<file path="config.mk">
export PLATFORM = sky130hd
export DESIGN_NAME = uedma_top
export DESIGN_NICKNAME = d
export VERILOG_FILES = /design/src/verilog/uedma_pkg.sv /design/src/verilog/uedma_channel.sv /design/src/verilog/uedma_top.sv
export SDC_FILE = /design/constraint.sdc
export NUM_CORES = 1
export LEC_CHECK = 0
export ABC_AREA = 1
export BUFFER_PORTS_ARGS = -buffer_cell sky130_fd_sc_hd__buf_2
export CAP_MARGIN = 5
export CORE_MARGIN = 2
export CORE_UTILIZATION = 31
export CTS_CLUSTER_SIZE = 24
export DETAILED_ROUTE_END_ITERATION = 8
export PLACE_DENSITY = 0.56
export SLEW_MARGIN = 20
export SYNTH_ARGS = -nofsm -noshare
export SYNTH_HDL_FRONTEND = slang
export SYNTH_SLANG_ARGS = --single-unit
</file>
<file path="constraint.sdc">
create_clock -name clock -period 2.25 [get_ports clock]
set_input_delay 0 -clock clock [delete_from_list [all_inputs] [get_ports clock]]
set_output_delay 0 -clock clock [all_outputs]
set_load 0.01 [all_outputs]
</file>
<file path="src/verilog/uedma_pkg.sv">
// uedma_pkg: constants, register map and types of the endpoint dma
// request logic; assumes one 50 MHz clock and a plain register port.
// Contract
// - endpoint zero never raises external dma requests
// - three receive and three transmit request channels, endpoint selectable
// - receive channels for host in and device out, transmit otherwise; the code ignores the host bit, rx and tx channels are fixed
// - per-transfer mode interrupts only when the whole transfer finishes
// - per-packet mode requests only full packets, short packet interrupts
// - auto packet arm marks a full transmit packet ready by itself
// - auto packet release frees a drained receive packet by itself
// - per-transfer receive completes even on a short final packet
// - dma completion shares the usb interrupt, means fifo moved only
// - no status flag records that dma completion caused an interrupt
// - receive interrupt on short packet, error, transmit done, completion
// - transmit request stays up while fifo space remains and enabled; the code drops it after each burst until space falls
// - transceiver powered after reset, power-on restores it
// - controller does not operate while transceiver is powered down
`default_nettype none

package uedma_pkg;
   localparam int NUM_CH   = 3;
   localparam int EP_W     = 4;
   localparam int CNT_W    = 16;
   localparam int AW       = 4;
   // register offsets
   localparam logic [AW-1:0] REG_CTRL   = 4'h0;
   localparam logic [AW-1:0] REG_STATUS = 4'h1;
   localparam logic [AW-1:0] REG_MASK   = 4'h2;
   localparam logic [AW-1:0] REG_RXEP   = 4'h3;
   localparam logic [AW-1:0] REG_TXEP   = 4'h4;
   localparam logic [AW-1:0] REG_RXLEN  = 4'h5;
   localparam logic [AW-1:0] REG_TXLEN  = 4'h6;
   localparam logic [AW-1:0] REG_STATE  = 4'h7;
   // control bit positions
   localparam int CTRL_HOST    = 0;
   localparam int CTRL_PWRDN   = 1;
   localparam int CTRL_RXMODE  = 2;
   localparam int CTRL_TXMODE  = 3;
   localparam int CTRL_ARM     = 4;
   localparam int CTRL_RELEASE = 5;
   localparam int CTRL_RXEN    = 6;
   localparam int CTRL_TXEN    = 7;
   localparam logic [7:0] CTRL_RESET = 8'h00;
   // status bit positions
   localparam int ST_RXDONE = 0;
   localparam int ST_RXSHRT = 1;
   localparam int ST_RXERR  = 2;
   localparam int ST_TXDONE = 3;
   localparam int ST_TXPKT  = 4;
   localparam int ST_W      = 5;
   localparam logic [EP_W-1:0] EP_CONTROL = 4'h0;

   typedef enum logic { per_transfer_request_mode,
                        per_packet_request_mode } uedma_mode_type;
   typedef enum { CH_IDLE, CH_REQ, CH_WAIT } uedma_ch_state_type;
endpackage : uedma_pkg

`default_nettype wire

</file>
<file path="src/verilog/uedma_channel.sv">
// uedma_channel: one request line toward the external dma controller;
// assumes burst_done is a one-cycle pulse from the fifo side.
`default_nettype none

module uedma_channel
   import uedma_pkg::*;
(
   // clock and reset
   input  wire logic clock,
   input  wire logic arst_n,
   // condition and acknowledge
   input  wire logic allowed,
   input  wire logic cond,
   input  wire logic burst_done,
   // request
   output logic      req
);
   typedef struct packed {
      uedma_ch_state_type st;
      logic               req;
   } uedma_chs_type;

   uedma_chs_type r;
   uedma_chs_type next_r;

   // hold until burst moved, then wait for condition to fall
   always_comb
   begin
      next_r = r;
      case (r.st)
         CH_IDLE:
            if (allowed && cond)
            begin
               next_r.st  = CH_REQ;
               next_r.req = 1'b1;
            end
         CH_REQ:
            if (!allowed)
            begin
               next_r.st  = CH_IDLE;
               next_r.req = 1'b0;
            end
            else if (burst_done)
            begin
               next_r.st  = CH_WAIT;
               next_r.req = 1'b0;
            end
         CH_WAIT:
            if (!cond || !allowed)
               next_r.st = CH_IDLE;
         default:
         begin
            next_r.st  = CH_IDLE;
            next_r.req = 1'b0;
         end
      endcase
   end

   always_ff @(posedge clock or negedge arst_n)
   begin
      if (!arst_n)
         r <= '{st: CH_IDLE, req: 1'b0};
      else
         r <= next_r;
   end

   assign req = r.req;
endmodule : uedma_channel

`default_nettype wire

</file>
<file path="src/verilog/uedma_top.sv">
// uedma_top: endpoint dma request logic with register port and interrupt;
// assumes fifo events from the packet engine are one-cycle pulses.
`default_nettype none

module uedma_top
   import uedma_pkg::*;
(
   // clock and reset
   input  wire logic                    clock,
   input  wire logic                    arst_n,
   // register port
   input  wire logic [AW-1:0]           reg_addr,
   input  wire logic [31:0]             reg_wdata,
   input  wire logic                    reg_wr,
   input  wire logic                    reg_rd,
   output logic      [31:0]             reg_rdata,
   // receive fifo events, one per channel
   input  wire logic [NUM_CH-1:0]       rx_full_pkt,
   input  wire logic [NUM_CH-1:0]       rx_short_pkt,
   input  wire logic [NUM_CH-1:0]       rx_error,
   input  wire logic [NUM_CH-1:0]       rx_burst_done,
   // transmit fifo events and state
   input  wire logic [NUM_CH-1:0]       tx_space,
   input  wire logic [NUM_CH-1:0]       tx_fifo_full_pkt,
   input  wire logic [NUM_CH-1:0]       tx_burst_done,
   input  wire logic [NUM_CH-1:0]       tx_sent,
   // dma request lines
   output logic      [NUM_CH-1:0]       rx_dma_req,
   output logic      [NUM_CH-1:0]       tx_dma_req,
   // packet engine controls
   output logic      [NUM_CH-1:0]       tx_pkt_ready,
   output logic      [NUM_CH-1:0]       rx_pkt_release,
   output logic                         transceiver_powered,
   output logic                         controller_run,
   // interrupt
   output logic                         usb_irq
);
   localparam int SW = NUM_CH * ST_W;
   // channel select field of a length write, above the burst count
   localparam int LCH = 16;

   typedef struct packed {
      logic [7:0]              ctrl;
      logic [SW-1:0]           status;
      logic [SW-1:0]           mask;
      logic [NUM_CH*EP_W-1:0]  rx_ep;
      logic [NUM_CH*EP_W-1:0]  tx_ep;
      logic [NUM_CH*CNT_W-1:0] rx_left;
      logic [NUM_CH*CNT_W-1:0] tx_left;
      logic [31:0]             rdata;
      logic [NUM_CH-1:0]       arm;
      logic [NUM_CH-1:0]       rel;
      logic                    irq;
      logic                    pwr;
   } uedma_state_type;

   uedma_state_type r;
   uedma_state_type next_r;

   logic [NUM_CH-1:0] rx_ok;
   logic [NUM_CH-1:0] tx_ok;
   logic [NUM_CH-1:0] rx_cond;
   logic [NUM_CH-1:0] rx_req_w;
   logic [NUM_CH-1:0] tx_req_w;
   logic              run;

   // no operation while transceiver is down
   assign run = !r.ctrl[CTRL_PWRDN];

   genvar g;
   generate
      for (g = 0; g < NUM_CH; g++)
      begin : g_ch
         // endpoint zero is never serviced; the host bit does not pick the channel
         assign rx_ok[g] = run && r.ctrl[CTRL_RXEN]
            && (r.rx_ep[g*EP_W +: EP_W] != EP_CONTROL);
         assign tx_ok[g] = run && r.ctrl[CTRL_TXEN]
            && (r.tx_ep[g*EP_W +: EP_W] != EP_CONTROL);
         // per-packet mode asks only on full packets; the other mode
         // also drains a short last packet
         assign rx_cond[g] = rx_full_pkt[g]
            || (r.ctrl[CTRL_RXMODE] == per_transfer_request_mode
                && rx_short_pkt[g]);

         uedma_channel u_rx (
            .clock      (clock),
            .arst_n     (arst_n),
            .allowed    (rx_ok[g]),
            .cond       (rx_cond[g]),
            .burst_done (rx_burst_done[g]),
            .req        (rx_req_w[g])
         );
         // ask on space, drop after each burst until space falls or length is spent
         uedma_channel u_tx (
            .clock      (clock),
            .arst_n     (arst_n),
            .allowed    (tx_ok[g] && r.tx_left[g*CNT_W +: CNT_W] != '0),
            .cond       (tx_space[g]),
            .burst_done (tx_burst_done[g]),
            .req        (tx_req_w[g])
         );
      end
   endgenerate

   // registers, counters, events and the shared interrupt
   always_comb
   begin
      logic [SW-1:0] ev;
      logic [CNT_W-1:0] rl;
      logic [CNT_W-1:0] tl;
      ev = '0;
      rl = '0;
      tl = '0;
      next_r = r;
      next_r.rdata = 32'h0000_0000;
      next_r.arm = '0;
      next_r.rel = '0;
      for (int c = 0; c < NUM_CH; c++)
      begin
         rl = r.rx_left[c*CNT_W +: CNT_W];
         tl = r.tx_left[c*CNT_W +: CNT_W];
         if (rx_ok[c] && rx_burst_done[c] && rl != '0)
         begin
            rl = rl - CNT_W'(1);
            // per-transfer: interrupt only at end of transfer
            if (rl == '0 || (rx_short_pkt[c] &&
                r.ctrl[CTRL_RXMODE] == per_transfer_request_mode))
            begin
               rl = '0;
               ev[c*ST_W + ST_RXDONE] = 1'b1;
            end
            // release the drained packet without software
            next_r.rel[c] = r.ctrl[CTRL_RELEASE];
         end
         if (rx_ok[c] && rx_short_pkt[c]
             && r.ctrl[CTRL_RXMODE] == per_packet_request_mode)
            ev[c*ST_W + ST_RXSHRT] = 1'b1;
         if (rx_ok[c] && rx_error[c])
            ev[c*ST_W + ST_RXERR] = 1'b1;
         if (tx_ok[c] && tx_burst_done[c] && tl != '0)
         begin
            tl = tl - CNT_W'(1);
            // completion means fifo filled, not bus done
            if (tl == '0 ||
                r.ctrl[CTRL_TXMODE] == per_packet_request_mode)
               ev[c*ST_W + ST_TXDONE] = 1'b1;
         end
         if (tx_ok[c] && tx_sent[c])
            ev[c*ST_W + ST_TXPKT] = 1'b1;
         // arm a full packet with no software trigger
         next_r.arm[c] = run && r.ctrl[CTRL_ARM]
                         && tx_fifo_full_pkt[c];
         next_r.rx_left[c*CNT_W +: CNT_W] = rl;
         next_r.tx_left[c*CNT_W +: CNT_W] = tl;
      end
      // write: set wins over write-one-to-clear
      next_r.status = r.status & ~((reg_wr && reg_addr == REG_STATUS)
                       ? reg_wdata[SW-1:0] : '0);
      next_r.status = next_r.status | ev;
      if (reg_wr)
      begin
         case (reg_addr)
            REG_CTRL:  next_r.ctrl = reg_wdata[7:0];
            REG_MASK:  next_r.mask = reg_wdata[SW-1:0];
            REG_RXEP:  next_r.rx_ep = reg_wdata[NUM_CH*EP_W-1:0];
            REG_TXEP:  next_r.tx_ep = reg_wdata[NUM_CH*EP_W-1:0];
            REG_RXLEN: next_r.rx_left[reg_wdata[LCH+1:LCH]*CNT_W +: CNT_W] =
                          reg_wdata[CNT_W-1:0];
            REG_TXLEN: next_r.tx_left[reg_wdata[LCH+1:LCH]*CNT_W +: CNT_W] =
                          reg_wdata[CNT_W-1:0];
            default: ;
         endcase
      end
      // read data appear the next cycle only
      if (reg_rd)
      begin
         case (reg_addr)
            REG_CTRL:   next_r.rdata = {24'h000000, r.ctrl};
            REG_STATUS: next_r.rdata = 32'(r.status);
            REG_MASK:   next_r.rdata = 32'(r.mask);
            REG_RXEP:   next_r.rdata = 32'(r.rx_ep);
            REG_TXEP:   next_r.rdata = 32'(r.tx_ep);
            REG_STATE:  next_r.rdata = 32'({tx_req_w, rx_req_w});
            default:    next_r.rdata = 32'h0000_0000;
         endcase
      end
      // one line for every event, no source flag for dma
      next_r.irq = |(next_r.status & next_r.mask);
      // powered after reset; clearing powerdown restores it
      next_r.pwr = !next_r.ctrl[CTRL_PWRDN];
   end

   always_ff @(posedge clock or negedge arst_n)
   begin
      if (!arst_n)
      begin
         r      <= '0;
         r.ctrl <= CTRL_RESET;
         r.pwr  <= 1'b1;
      end
      else
         r <= next_r;
   end

   // outputs straight from flip-flops
   assign reg_rdata           = r.rdata;
   assign rx_dma_req          = rx_req_w;
   assign tx_dma_req          = tx_req_w;
   assign tx_pkt_ready        = r.arm;
   assign rx_pkt_release      = r.rel;
   assign transceiver_powered = r.pwr;
   assign controller_run      = r.pwr;
   assign usb_irq             = r.irq;
endmodule : uedma_top

`default_nettype wire

</file>
==> results.toml, run 1 <==
[setup_path]
arrival_ns = 2.58
cp-start-kind = "flop"
critPathCaptureType = "flop"
crit_type = "reg -> reg"
r2r_start = "r[191]"
cp_max_fo = 20
rrSetupSlack_ns = 0.06
ff2ff_path_depth = 11
worst_ep_required_time_ns = 2.64
r2r-end = "usb_irq"

[yosys]
ys.warnings.count = 0
synthCells = 1839
synth_edf_count = 0
synth_seq_cells = 199
synth-seq-area-share_pct = 39.1
synth_top_area_share_pct = 38.9
netlist-cell-type-count = 53
postSynth.asyncResetShare_pct = 100
synthTopCellsByArea = "dfrtp_1 39%, nand2_1 13%, nor2_1 7.5%"
ys.flop_type = "dfrtp_1"
syn_area_sq_um = 12700
syn_area_per_cell_sq_um = 6.92
synth_top_area_cell = "dfrtp_1"

[clock_tree]
cts.clk_slew.worst_paths_ns = 0.08
clkLatencyLatePin_ns = 0.46
clock_sinks = 199
clock-root-buffer = "clkbuf_16"
cts_buffer_depth = 2
cts_tree = "built"
cts_buffers = 17
htree_levels = 4

[cells_and_area]
regArea_sq_um = 4980
layout_common_cells = "431 x nand2_1, 251 x nor2_1, 233 x inv_1"
antenna_cells = 0
final_nets = 2028
multi_input_area_sq_um = 6340
n_fill_cell = 4288
drive_gt1_share_pct = 12.1
final_common_cell = "nand2_1"
final_util_pct = 36.4
area_delta_synth_final_pct = 16.2

[placed_design]
gp_congestion = 0.908
pre_cts_ws_ns = 0.0338
dp_hpwl_mm = 31.9
portBuffers = 79

[hold_path]
min_to = "r[68]"
whs_path_depth = 3
min_from = "reg_wdata[12]"
hold_path_class = "in -> reg"

[sta]
finalSetupViolations = 0
relSlewSlack_pct = 48.5
post-route-period-util_pct = 97.3
finalClockSkew_ns = 0.0148
slew_viol_final = 0
max_freq_ghz = 0.457
rsz0062_at_grt = "true"
hold_ws_ns = 0.0295
fin_crit_ns = 2.19
hold_violations = 0
tightest_slew_ns = 0.771
worst_slack_ns = 0.0614

[die]
die-area_sq_um = 42700
core_sq_um = 40600
start_util_pct = 31.3
die_h_um = 207
rows = 74
io_pins = 111
die_x_um = 207

[routing]
routedWlPerCell_um = 16.8
route.detailed.drc = 0
drt_iter0_drc = 986
dr_total_vias = 12400
drt-pass1-iter-count = 5
via_per_inst = 4.97
ant_nets = 0
wl_mm = 41.8

[run_status]
outcome = "complete, no violations"

[global_route]
grt_usage_pct = 19.7
gr-total-overflow = 0
grt_max_degree = 66
antenna_found_initial = 2
grt_pass1_vias = 11600
grt_pass1_wl_mm = 64.5

[power_and_ir_drop]
power_density_nw_per_um2 = 1140
peakVddDrop_mv = 0.506
p_leak_nw = 7.11

[run]
drv_cap = 0
-- flip-flops by register name, indices dropped and copies added (netlist names) --
name	flops
tx_pkt_ready	3
r	158
rx_pkt_release	3
usb_irq	1
g_ch.u_rx.r	6
reg_rdata	15
g_ch.u_rx.req	3
g_ch.u_tx.req	3
g_ch.u_tx.r	6
controller_run	1
-- worst max-delay path by stage --
stage	startpoint	endpoint	cells past startpoint
floorplan	r[120]	usb_irq	15
global placement	r[104]	usb_irq	17
detailed placement	r[191]	r[85]	7
CTS	r[191]	r[85]	7
global route	r[120]	usb_irq	14
finish	r[191]	usb_irq	11
-- cells in the mapped netlist (8+ instances only) --
cell      instances
inv_1           238
a21oi_1          58
nor2_4            9
clkbuf_1         32
nor2_2           13
nand2_2          14
o21ai_1          17
nand2_1         434
nand4_1           8
o22ai_1          54
nor3_1           26
o211ai_1          8
xor2_1           15
nand3_1         128
dfrtp_1         198
o21ai_0         174
ha_1             18
nor2_1          255
buf_4            49
-- metrics by stage --
step / cell area, sq um / std cells / power (mW) / TNS, ns
finish: 14800 / 2491 / 16.8 / 0
global route: 14800 / 2491 / 18.3 / -0.126
CTS: 14700 / 2489 / 16.7 / 0
detailed placement: 13700 / 2424 / 13.2 / 0
global placement: 13700 / 2424 / 13.1 / 0
floorplan: 12800 / 1855 / 11.2 / 0
-- power breakdown --
| group | total (mW) | internal (mW) | switching [mW] | leakage, nW |
|---|---|---|---|---|
| clock | 3.37 | 1.65 | 1.72 | 0.308 |
| sequential | 6.06 | 4.81 | 1.25 | 2.50 |
| combinational | 7.40 | 2.71 | 4.70 | 4.30 |
| total | 16.8 | 9.16 | 7.67 | 7.11 |
-- final cells by class --
type	count	area share (%)
Sequential cell	199	33.7
Inverter	251	6.37
Clock inverter	15	1.52
Tap cell	532	4.50
Clock buffer	17	2.88
Timing Repair Buffer	167	8.13
Multi-Input combinational cell	1310	42.9
-- cells by family after synthesis --
family / after synthesis / synth area share [%]
compound gates: 358 / 16.0
xor+xnor: 18 / 1.24
fa+ha+maj: 18 / 1.77
buf+inv: 346 / 12.0
flops: 199 / 39.1
mux: 1 / 0.0787
other cells: 1 / 0.0295
simple gates: 898 / 29.7
-- per-layer routing --
layer	routed length (um)	share of wire, %	track usage, %
met5	20	0.048	0
met4	1660	4.0	8.55
met3	2210	5.3	3.16
met2	18900	45	31.3
met1	19100	46	26.4
-- worst max-delay path: stages (launching register included) --
cell      delay (ns)
dfrtp_1         0.40
nor2_1          0.31
o21ai_0         0.27
o21bai_2        0.28
nor2_1          0.29
buf_12          0.20
nand2_1         0.06
nand2_1         0.08
nand2_1         0.06
nand2_1         0.07
nor2_1          0.04
nand2_1         0.05
-- what timing repair did --
action	CTS	global route
setup buffers	0	2
endpoints found under the setup margin	0	51
hold buffers	33	0
resized for setup	0	24
endpoints found under the hold margin	119	0
Power figures use the tool's default switching activity.
==> inputs of run 2 (changes only) <==
Settings changed: SETUP_SLACK_MARGIN set to 0.3.
Clock period 2.25 ns to 2.45 ns, I/O delays scaled along.
==> results.toml, run 2 (synthesis results as in run 1) <==
[global_route]
grt_max_degree = 78
grt_pass1_wl_mm = 65.4
grt_usage_pct = 19.8
antenna_found_initial = 1
gr-total-overflow = 0
grt_pass1_vias = 11800

[clock_tree]
cts_buffers = 17
htree_levels = 4
clock_sinks = 199
clkLatencyLatePin_ns = 0.46
clock-root-buffer = "clkbuf_16"
cts.clk_slew.worst_paths_ns = 0.08
cts_tree = "built"
cts_buffer_depth = 2

[setup_path]
cp_num_buf_inv = 0
crit_path_top_delay_cell = "dfrtp_1"
cp-start-kind = "flop"
critPathCaptureType = "flop"
crit_type = "reg -> reg"
worstPathCellList = "nor2_2 -> nand2_1 -> nor3_1 -> nand3_1 -> nand2_1 -> nor2_1 -> nand3_1 -> nand2_2 -> nand2_4 -> nand2_2 -> nand2_1 -> nand2_1 -> nor2_1 -> nand2_1"
r2r_start = "r[109]"
critical_path.most_common_cell = "nand2_1"
crit_family = "simple AND/OR/NAND/NOR gates"
cpPeakStageDelay_ns = 0.45
cp_max_fo = 5
ff2ff_path_depth = 14
rrSetupSlack_ns = 0.33
arrival_ns = 2.46
r2r-end = "usb_irq"
worst_ep_required_time_ns = 2.79

[sta]
worst_slack_ns = 0.335
slew_viol_final = 0
finalClockSkew_ns = 0.0150
max_freq_ghz = 0.473
post-route-period-util_pct = 86.3
fin_crit_ns = 2.12
tightest_slew_ns = 0.706
relSlewSlack_pct = 52.8
hold_violations = 0
rsz0062_at_grt = "true"
finalSetupViolations = 0
setup-tns-final_ns = 0

[die]
rows = 74
die_x_um = 207
core_sq_um = 40600
die-area_sq_um = 42700
io_pins = 111
die_h_um = 207
start_util_pct = 31.3

[routing]
routedWlPerCell_um = 16.8
route.detailed.drc = 0
drt-pass1-iter-count = 5
ant_nets = 0
dr_total_vias = 12500
drt_iter0_drc = 936
via_per_inst = 5.01
wl_mm = 42.1

[placed_design]
placement.cell_area_sq_um = 13600
gp_congestion = 0.913
dp_hpwl_mm = 31.5
pre_cts_ws_ns = 0.167
portBuffers = 79
dp_cells = 2412

[cells_and_area]
regMostFlops = "r"
area_delta_synth_final_pct = 19.8
n_fill_cell = 4267
final_common_cell = "nand2_1"
drive_gt1_share_pct = 16.3
final_nets = 2042
largest_reg_flops = 158
antenna_cells = 0
layout_common_cells = "423 x nand2_1, 226 x nor2_1, 220 x inv_1"
layout.cells.non_filler = 2505
fin_area_sq_um = 15200

[power_and_ir_drop]
power_density_nw_per_um2 = 1050
peakVddDrop_mv = 0.447
p_leak_nw = 7.20
total_power_mw = 16.0

[hold_path]
hold_path_class = "in -> reg"
whs_path_depth = 5
min_from = "rx_burst_done[2]"
min_to = "g_ch[2].u_rx.r[1]"

[run_status]
outcome = "complete, no violations"

[run]
drv_cap = 0
[run 2: cell count changes in the layout (fill, tap and decap cells not counted), sizes merged]
cell / change
clkinv: -1
clkinvlp: -1
dlygate4sd3: +3
inv: +2
buf: +9
nand2: +2
[run 2: report_power, final]
part           leakage [nW]  total [mW]  switching (mW)  internal, mW
Clock                 0.305        3.01            1.52          1.49
Combinational          4.40        7.31            4.55          2.76
Sequential             2.49        5.65            1.22          4.43
Total                  7.20        16.0            7.30          8.68
[run 2: worst max-delay path by stage]
| stage | start | endpoint | slack (ns) | depth (start not counted) |
|---|---|---|---|---|
| global placement | r[88] | r[103] | 0.21 | 15 |
| CTS | r[57] | usb_irq | 0.30 | 14 |
| finish | r[109] | usb_irq | 0.33 | 14 |
| global route | r[121] | r[130] | 0.22 | 16 |
| floorplan | r[120] | usb_irq | 0.53 | 15 |
| detailed placement | r[88] | r[103] | 0.17 | 15 |
[run 2: worst min-delay path, cell delays in order]
cell	delay, ns
buf_2	0.11
nor2_1	0.11
a31oi_1	0.07
nand2_1	0.08
a21oi_1	0.07
[run 2: per-layer routing]
layer,vias up,GRT usage [%],routed length (um)
met5,-,0,16
met4,2,7.78,1400
met3,60,2.45,2240
met2,364,31.7,19300
met1,5979,27.1,19100
li1,6133,-,-
[run 2: what timing repair did]
action	CTS	global route
endpoints found under the hold margin	136	0
cloned	1	1
setup endpoints to repair	52	89
resized for setup	21	120
hold buffers	36	0
setup buffers	6	17
pin swaps	2	35
[run 2: per-stage QoR]
step	hold slack (ns)	util, %
2_1_floorplan	-0.296	-
3_3_place_gp	0.0987	33.5
3_5_place_dp	0.102	33.5
4_1_cts	0.00190	36.2
5_1_grt	0.0160	37.5
6_report	0.00986	37.5
[run 2: cell type report]
class | instances | area [sq um] | area share (%)
multi-input combinational | 1312 | 6720 | 44.1
sequential | 199 | 4990 | 32.7
tap | 532 | 666 | 4.37
clock buffer | 17 | 425 | 2.79
clock inverter | 15 | 200 | 1.31
timing repair buffer | 179 | 1300 | 8.54
inverter | 251 | 942 | 6.18
==> inputs of run 3 (changes only) <==
Settings changed: ABC_AREA 1 to 0.
==> results.toml, run 3 <==
[global_route]
grt_pass1_wl_mm = 64.3
grtUsageMet1_pct = 28.4
gr-total-overflow = 0
grt_max_degree = 70
gr-usage-met2_pct = 33.8
grt_usage_pct = 21.4
gr-max-usage-layer = "met2"
grt_pass1_vias = 11000
grtUsageMet3_pct = 4.60
antenna_found_initial = 2

[clock_tree]
cts_tree = "built"
htree_levels = 4
cts_buffer_depth = 2
cts.clk_slew.worst_paths_ns = 0.08
clkLatencyLatePin_ns = 0.46
cts_buffers = 17
clock_sinks = 199
clock-root-buffer = "clkbuf_16"

[cells_and_area]
multi_input_area_sq_um = 7320
fin_area_sq_um = 16300
regArea_sq_um = 4980
regMostFlops = "r"
final_nets = 1650
area_delta_synth_final_pct = 37.3
largest_reg_flops = 158
final_common_cell = "dfrtp_1"
layout_common_cells = "195 x dfrtp_1, 174 x buf_4, 146 x nand2_1"
final_util_pct = 43.3
layout.cells.non_filler = 2093
drive_gt1_share_pct = 36.1
n_fill_cell = 3561

[run]
drv_cap = 0

[sta]
hold_ws_ns = 0.0306
finalClockSkew_ns = 0.0116
relSlewSlack_pct = 53.3
worst_slack_ns = -0.195
tightest_slew_ns = 0.699
setup-tns-final_ns = -0.420
slew_viol_final = 0
max_freq_ghz = 0.378
finalSetupViolations = 6
rsz0062_at_grt = "true"
post-route-period-util_pct = 108
fin_crit_ns = 2.64
hold_violations = 0

[power_and_ir_drop]
total_power_mw = 17.0
peakVddDrop_mv = 0.467
p_leak_nw = 6.91
power_density_nw_per_um2 = 1040

[die]
core_sq_um = 37800
die-area_sq_um = 40000
rows = 71
die_x_um = 200
start_util_pct = 31.5
die_h_um = 200
io_pins = 111

[yosys]
synth_top_family_by_area = "simple AND/OR/NAND/NOR gates"
synthTopCellsByArea = "dfrtp_1 42%, nand2_1 4.9%, xnor2_1 4.3%"
synth_top_area_share_pct = 41.7
synth_edf_count = 0
ys.warnings.count = 0
synthTopCellsByCount = "198 x dfrtp_1, 155 x nand2_1, 97 x nor2_1"
synth_compound_area_share_pct = 15.5
synth_top_area_cell = "dfrtp_1"
synthAdderAreaFrac_pct = 1.89
synth_seq_cells = 199
syn_area_per_cell_sq_um = 9.03
synth-seq-area-share_pct = 41.9
ys.flop_type = "dfrtp_1"
synth_xor_xnor_area_share_pct = 6.70
synthSimpleGateAreaFrac_pct = 22.9
synthMuxAreaShare_pct = 4.52
postSynth.asyncResetShare_pct = 100
yosysMostFrequentCell = "dfrtp_1"
netlist-cell-type-count = 88
syn_area_sq_um = 11900
synthCells = 1317

[placed_design]
portBuffers = 79
pre_cts_ws_ns = -0.312
dp_cells = 1968
gp_congestion = 0.899
placement.cell_area_sq_um = 13700
dp_hpwl_mm = 29.1

[setup_path]
crit_type = "reg -> reg"
cp_max_fo = 2
arrival_ns = 2.97
crit_path_top_delay_cell = "a222oi_1"
worstPathCellList = "or4_4 -> and2_4 -> a22o_1 -> a222oi_1 -> o2111ai_1 -> nor4_2 -> nand4_1"
cp-start-kind = "flop"
worst_ep_required_time_ns = 2.78
cp_num_buf_inv = 0
cpPeakStageDelay_ns = 0.59
crit_family = "simple AND/OR/NAND/NOR gates"
critPathCaptureType = "flop"

[run_status]
violations = "setup timing"
outcome = "finished with violations"

[routing]
drt_iter0_drc = 892
wl_mm = 42.3
via_per_inst = 5.32
routedWlPerCell_um = 20.2
ant_nets = 0
route.detailed.drc = 0
dr_total_vias = 11100
drt-pass1-iter-count = 7

[hold_path]
hold_path_class = "in -> reg"
-- run 3: cell types whose count changed in the layout (fill, tap and decap cells not counted), sizes merged, moves of 50 or more --
cell   change
o21ai     -74
xnor2     +56
nand3     -84
buf      +146
o22ai     -50
nand2    -298
nor2     -180
inv      -208
-- run 3: worst paths after layout --
kind                            slack, ns           endpoint  depth (start not counted)              start
worst max-delay path                -0.19            usb_irq                          7             r[155]
max in group asynchronous            1.60              r[72]                          3             arst_n
worst max register to register      -0.19            usb_irq                          7             r[155]
min in group asynchronous            0.11              r[90]                          2             arst_n
worst min-delay path                 0.03              r[61]                          3       reg_wdata[5]
worst min register to register       0.49  g_ch[2].u_rx.r[1]                          1  g_ch[2].u_rx.r[2]
-- run 3: cell families after synthesis --
family                   after synthesis
other                                  1
multiplexers                          49
flip-flops                           199
adder cells (fa/ha/maj)               18
AND/OR/NAND/NOR                      526
AO/OA/AOI/OAI                        281
XOR/XNOR                              91
buffers and inverters                152
-- run 3: worst register-to-register path: cells and delay by family, from the launching register on --
| kind | cells | cell delay (ns) |
|---|---|---|
| simple gates | 4 | 1.10 |
| compound gates | 3 | 1.03 |
| flops | 1 | 0.38 |
-- run 3: routing by layer --
| layer | up-vias | share of wire [%] |
|---|---|---|
| li1 | 5149 | - |
| met1 | 5513 | 44 |
| met2 | 392 | 46 |
| met3 | 87 | 6.3 |
| met4 | 2 | 3.9 |
| met5 | - | 0.031 |
-- run 3: repair_timing --
action | 4_1_cts | 5_1_grt
setup buffers | 30 | 20
hold buffers | 41 | 0
gates cloned | 0 | 1
endpoints found under the setup margin | 86 | 103
hold endpoints to repair | 125 | 0
gates resized for setup | 141 | 119
pin swaps | 64 | 69
-- run 3: area by class of cell --
class	count	share of cell area, %
flip-flops and latches	199	30.5
clock inverters	14	1.29
repair buffers	331	15.9
inverters	37	0.850
well taps	511	3.92
multi-input cells	982	44.8
diodes	1	0.0153
clock buffers	18	2.69
-- run 3: report_power, final --
| part | switching, mW | leakage (nW) | total (mW) | internal, mW |
|---|---|---|---|---|
| logic | 4.24 | 4.07 | 8.28 | 4.03 |
| clock network | 1.44 | 0.313 | 3.12 | 1.69 |
| registers | 1.28 | 2.53 | 5.58 | 4.30 |
| total | 6.96 | 6.91 | 17.0 | 10.0 |
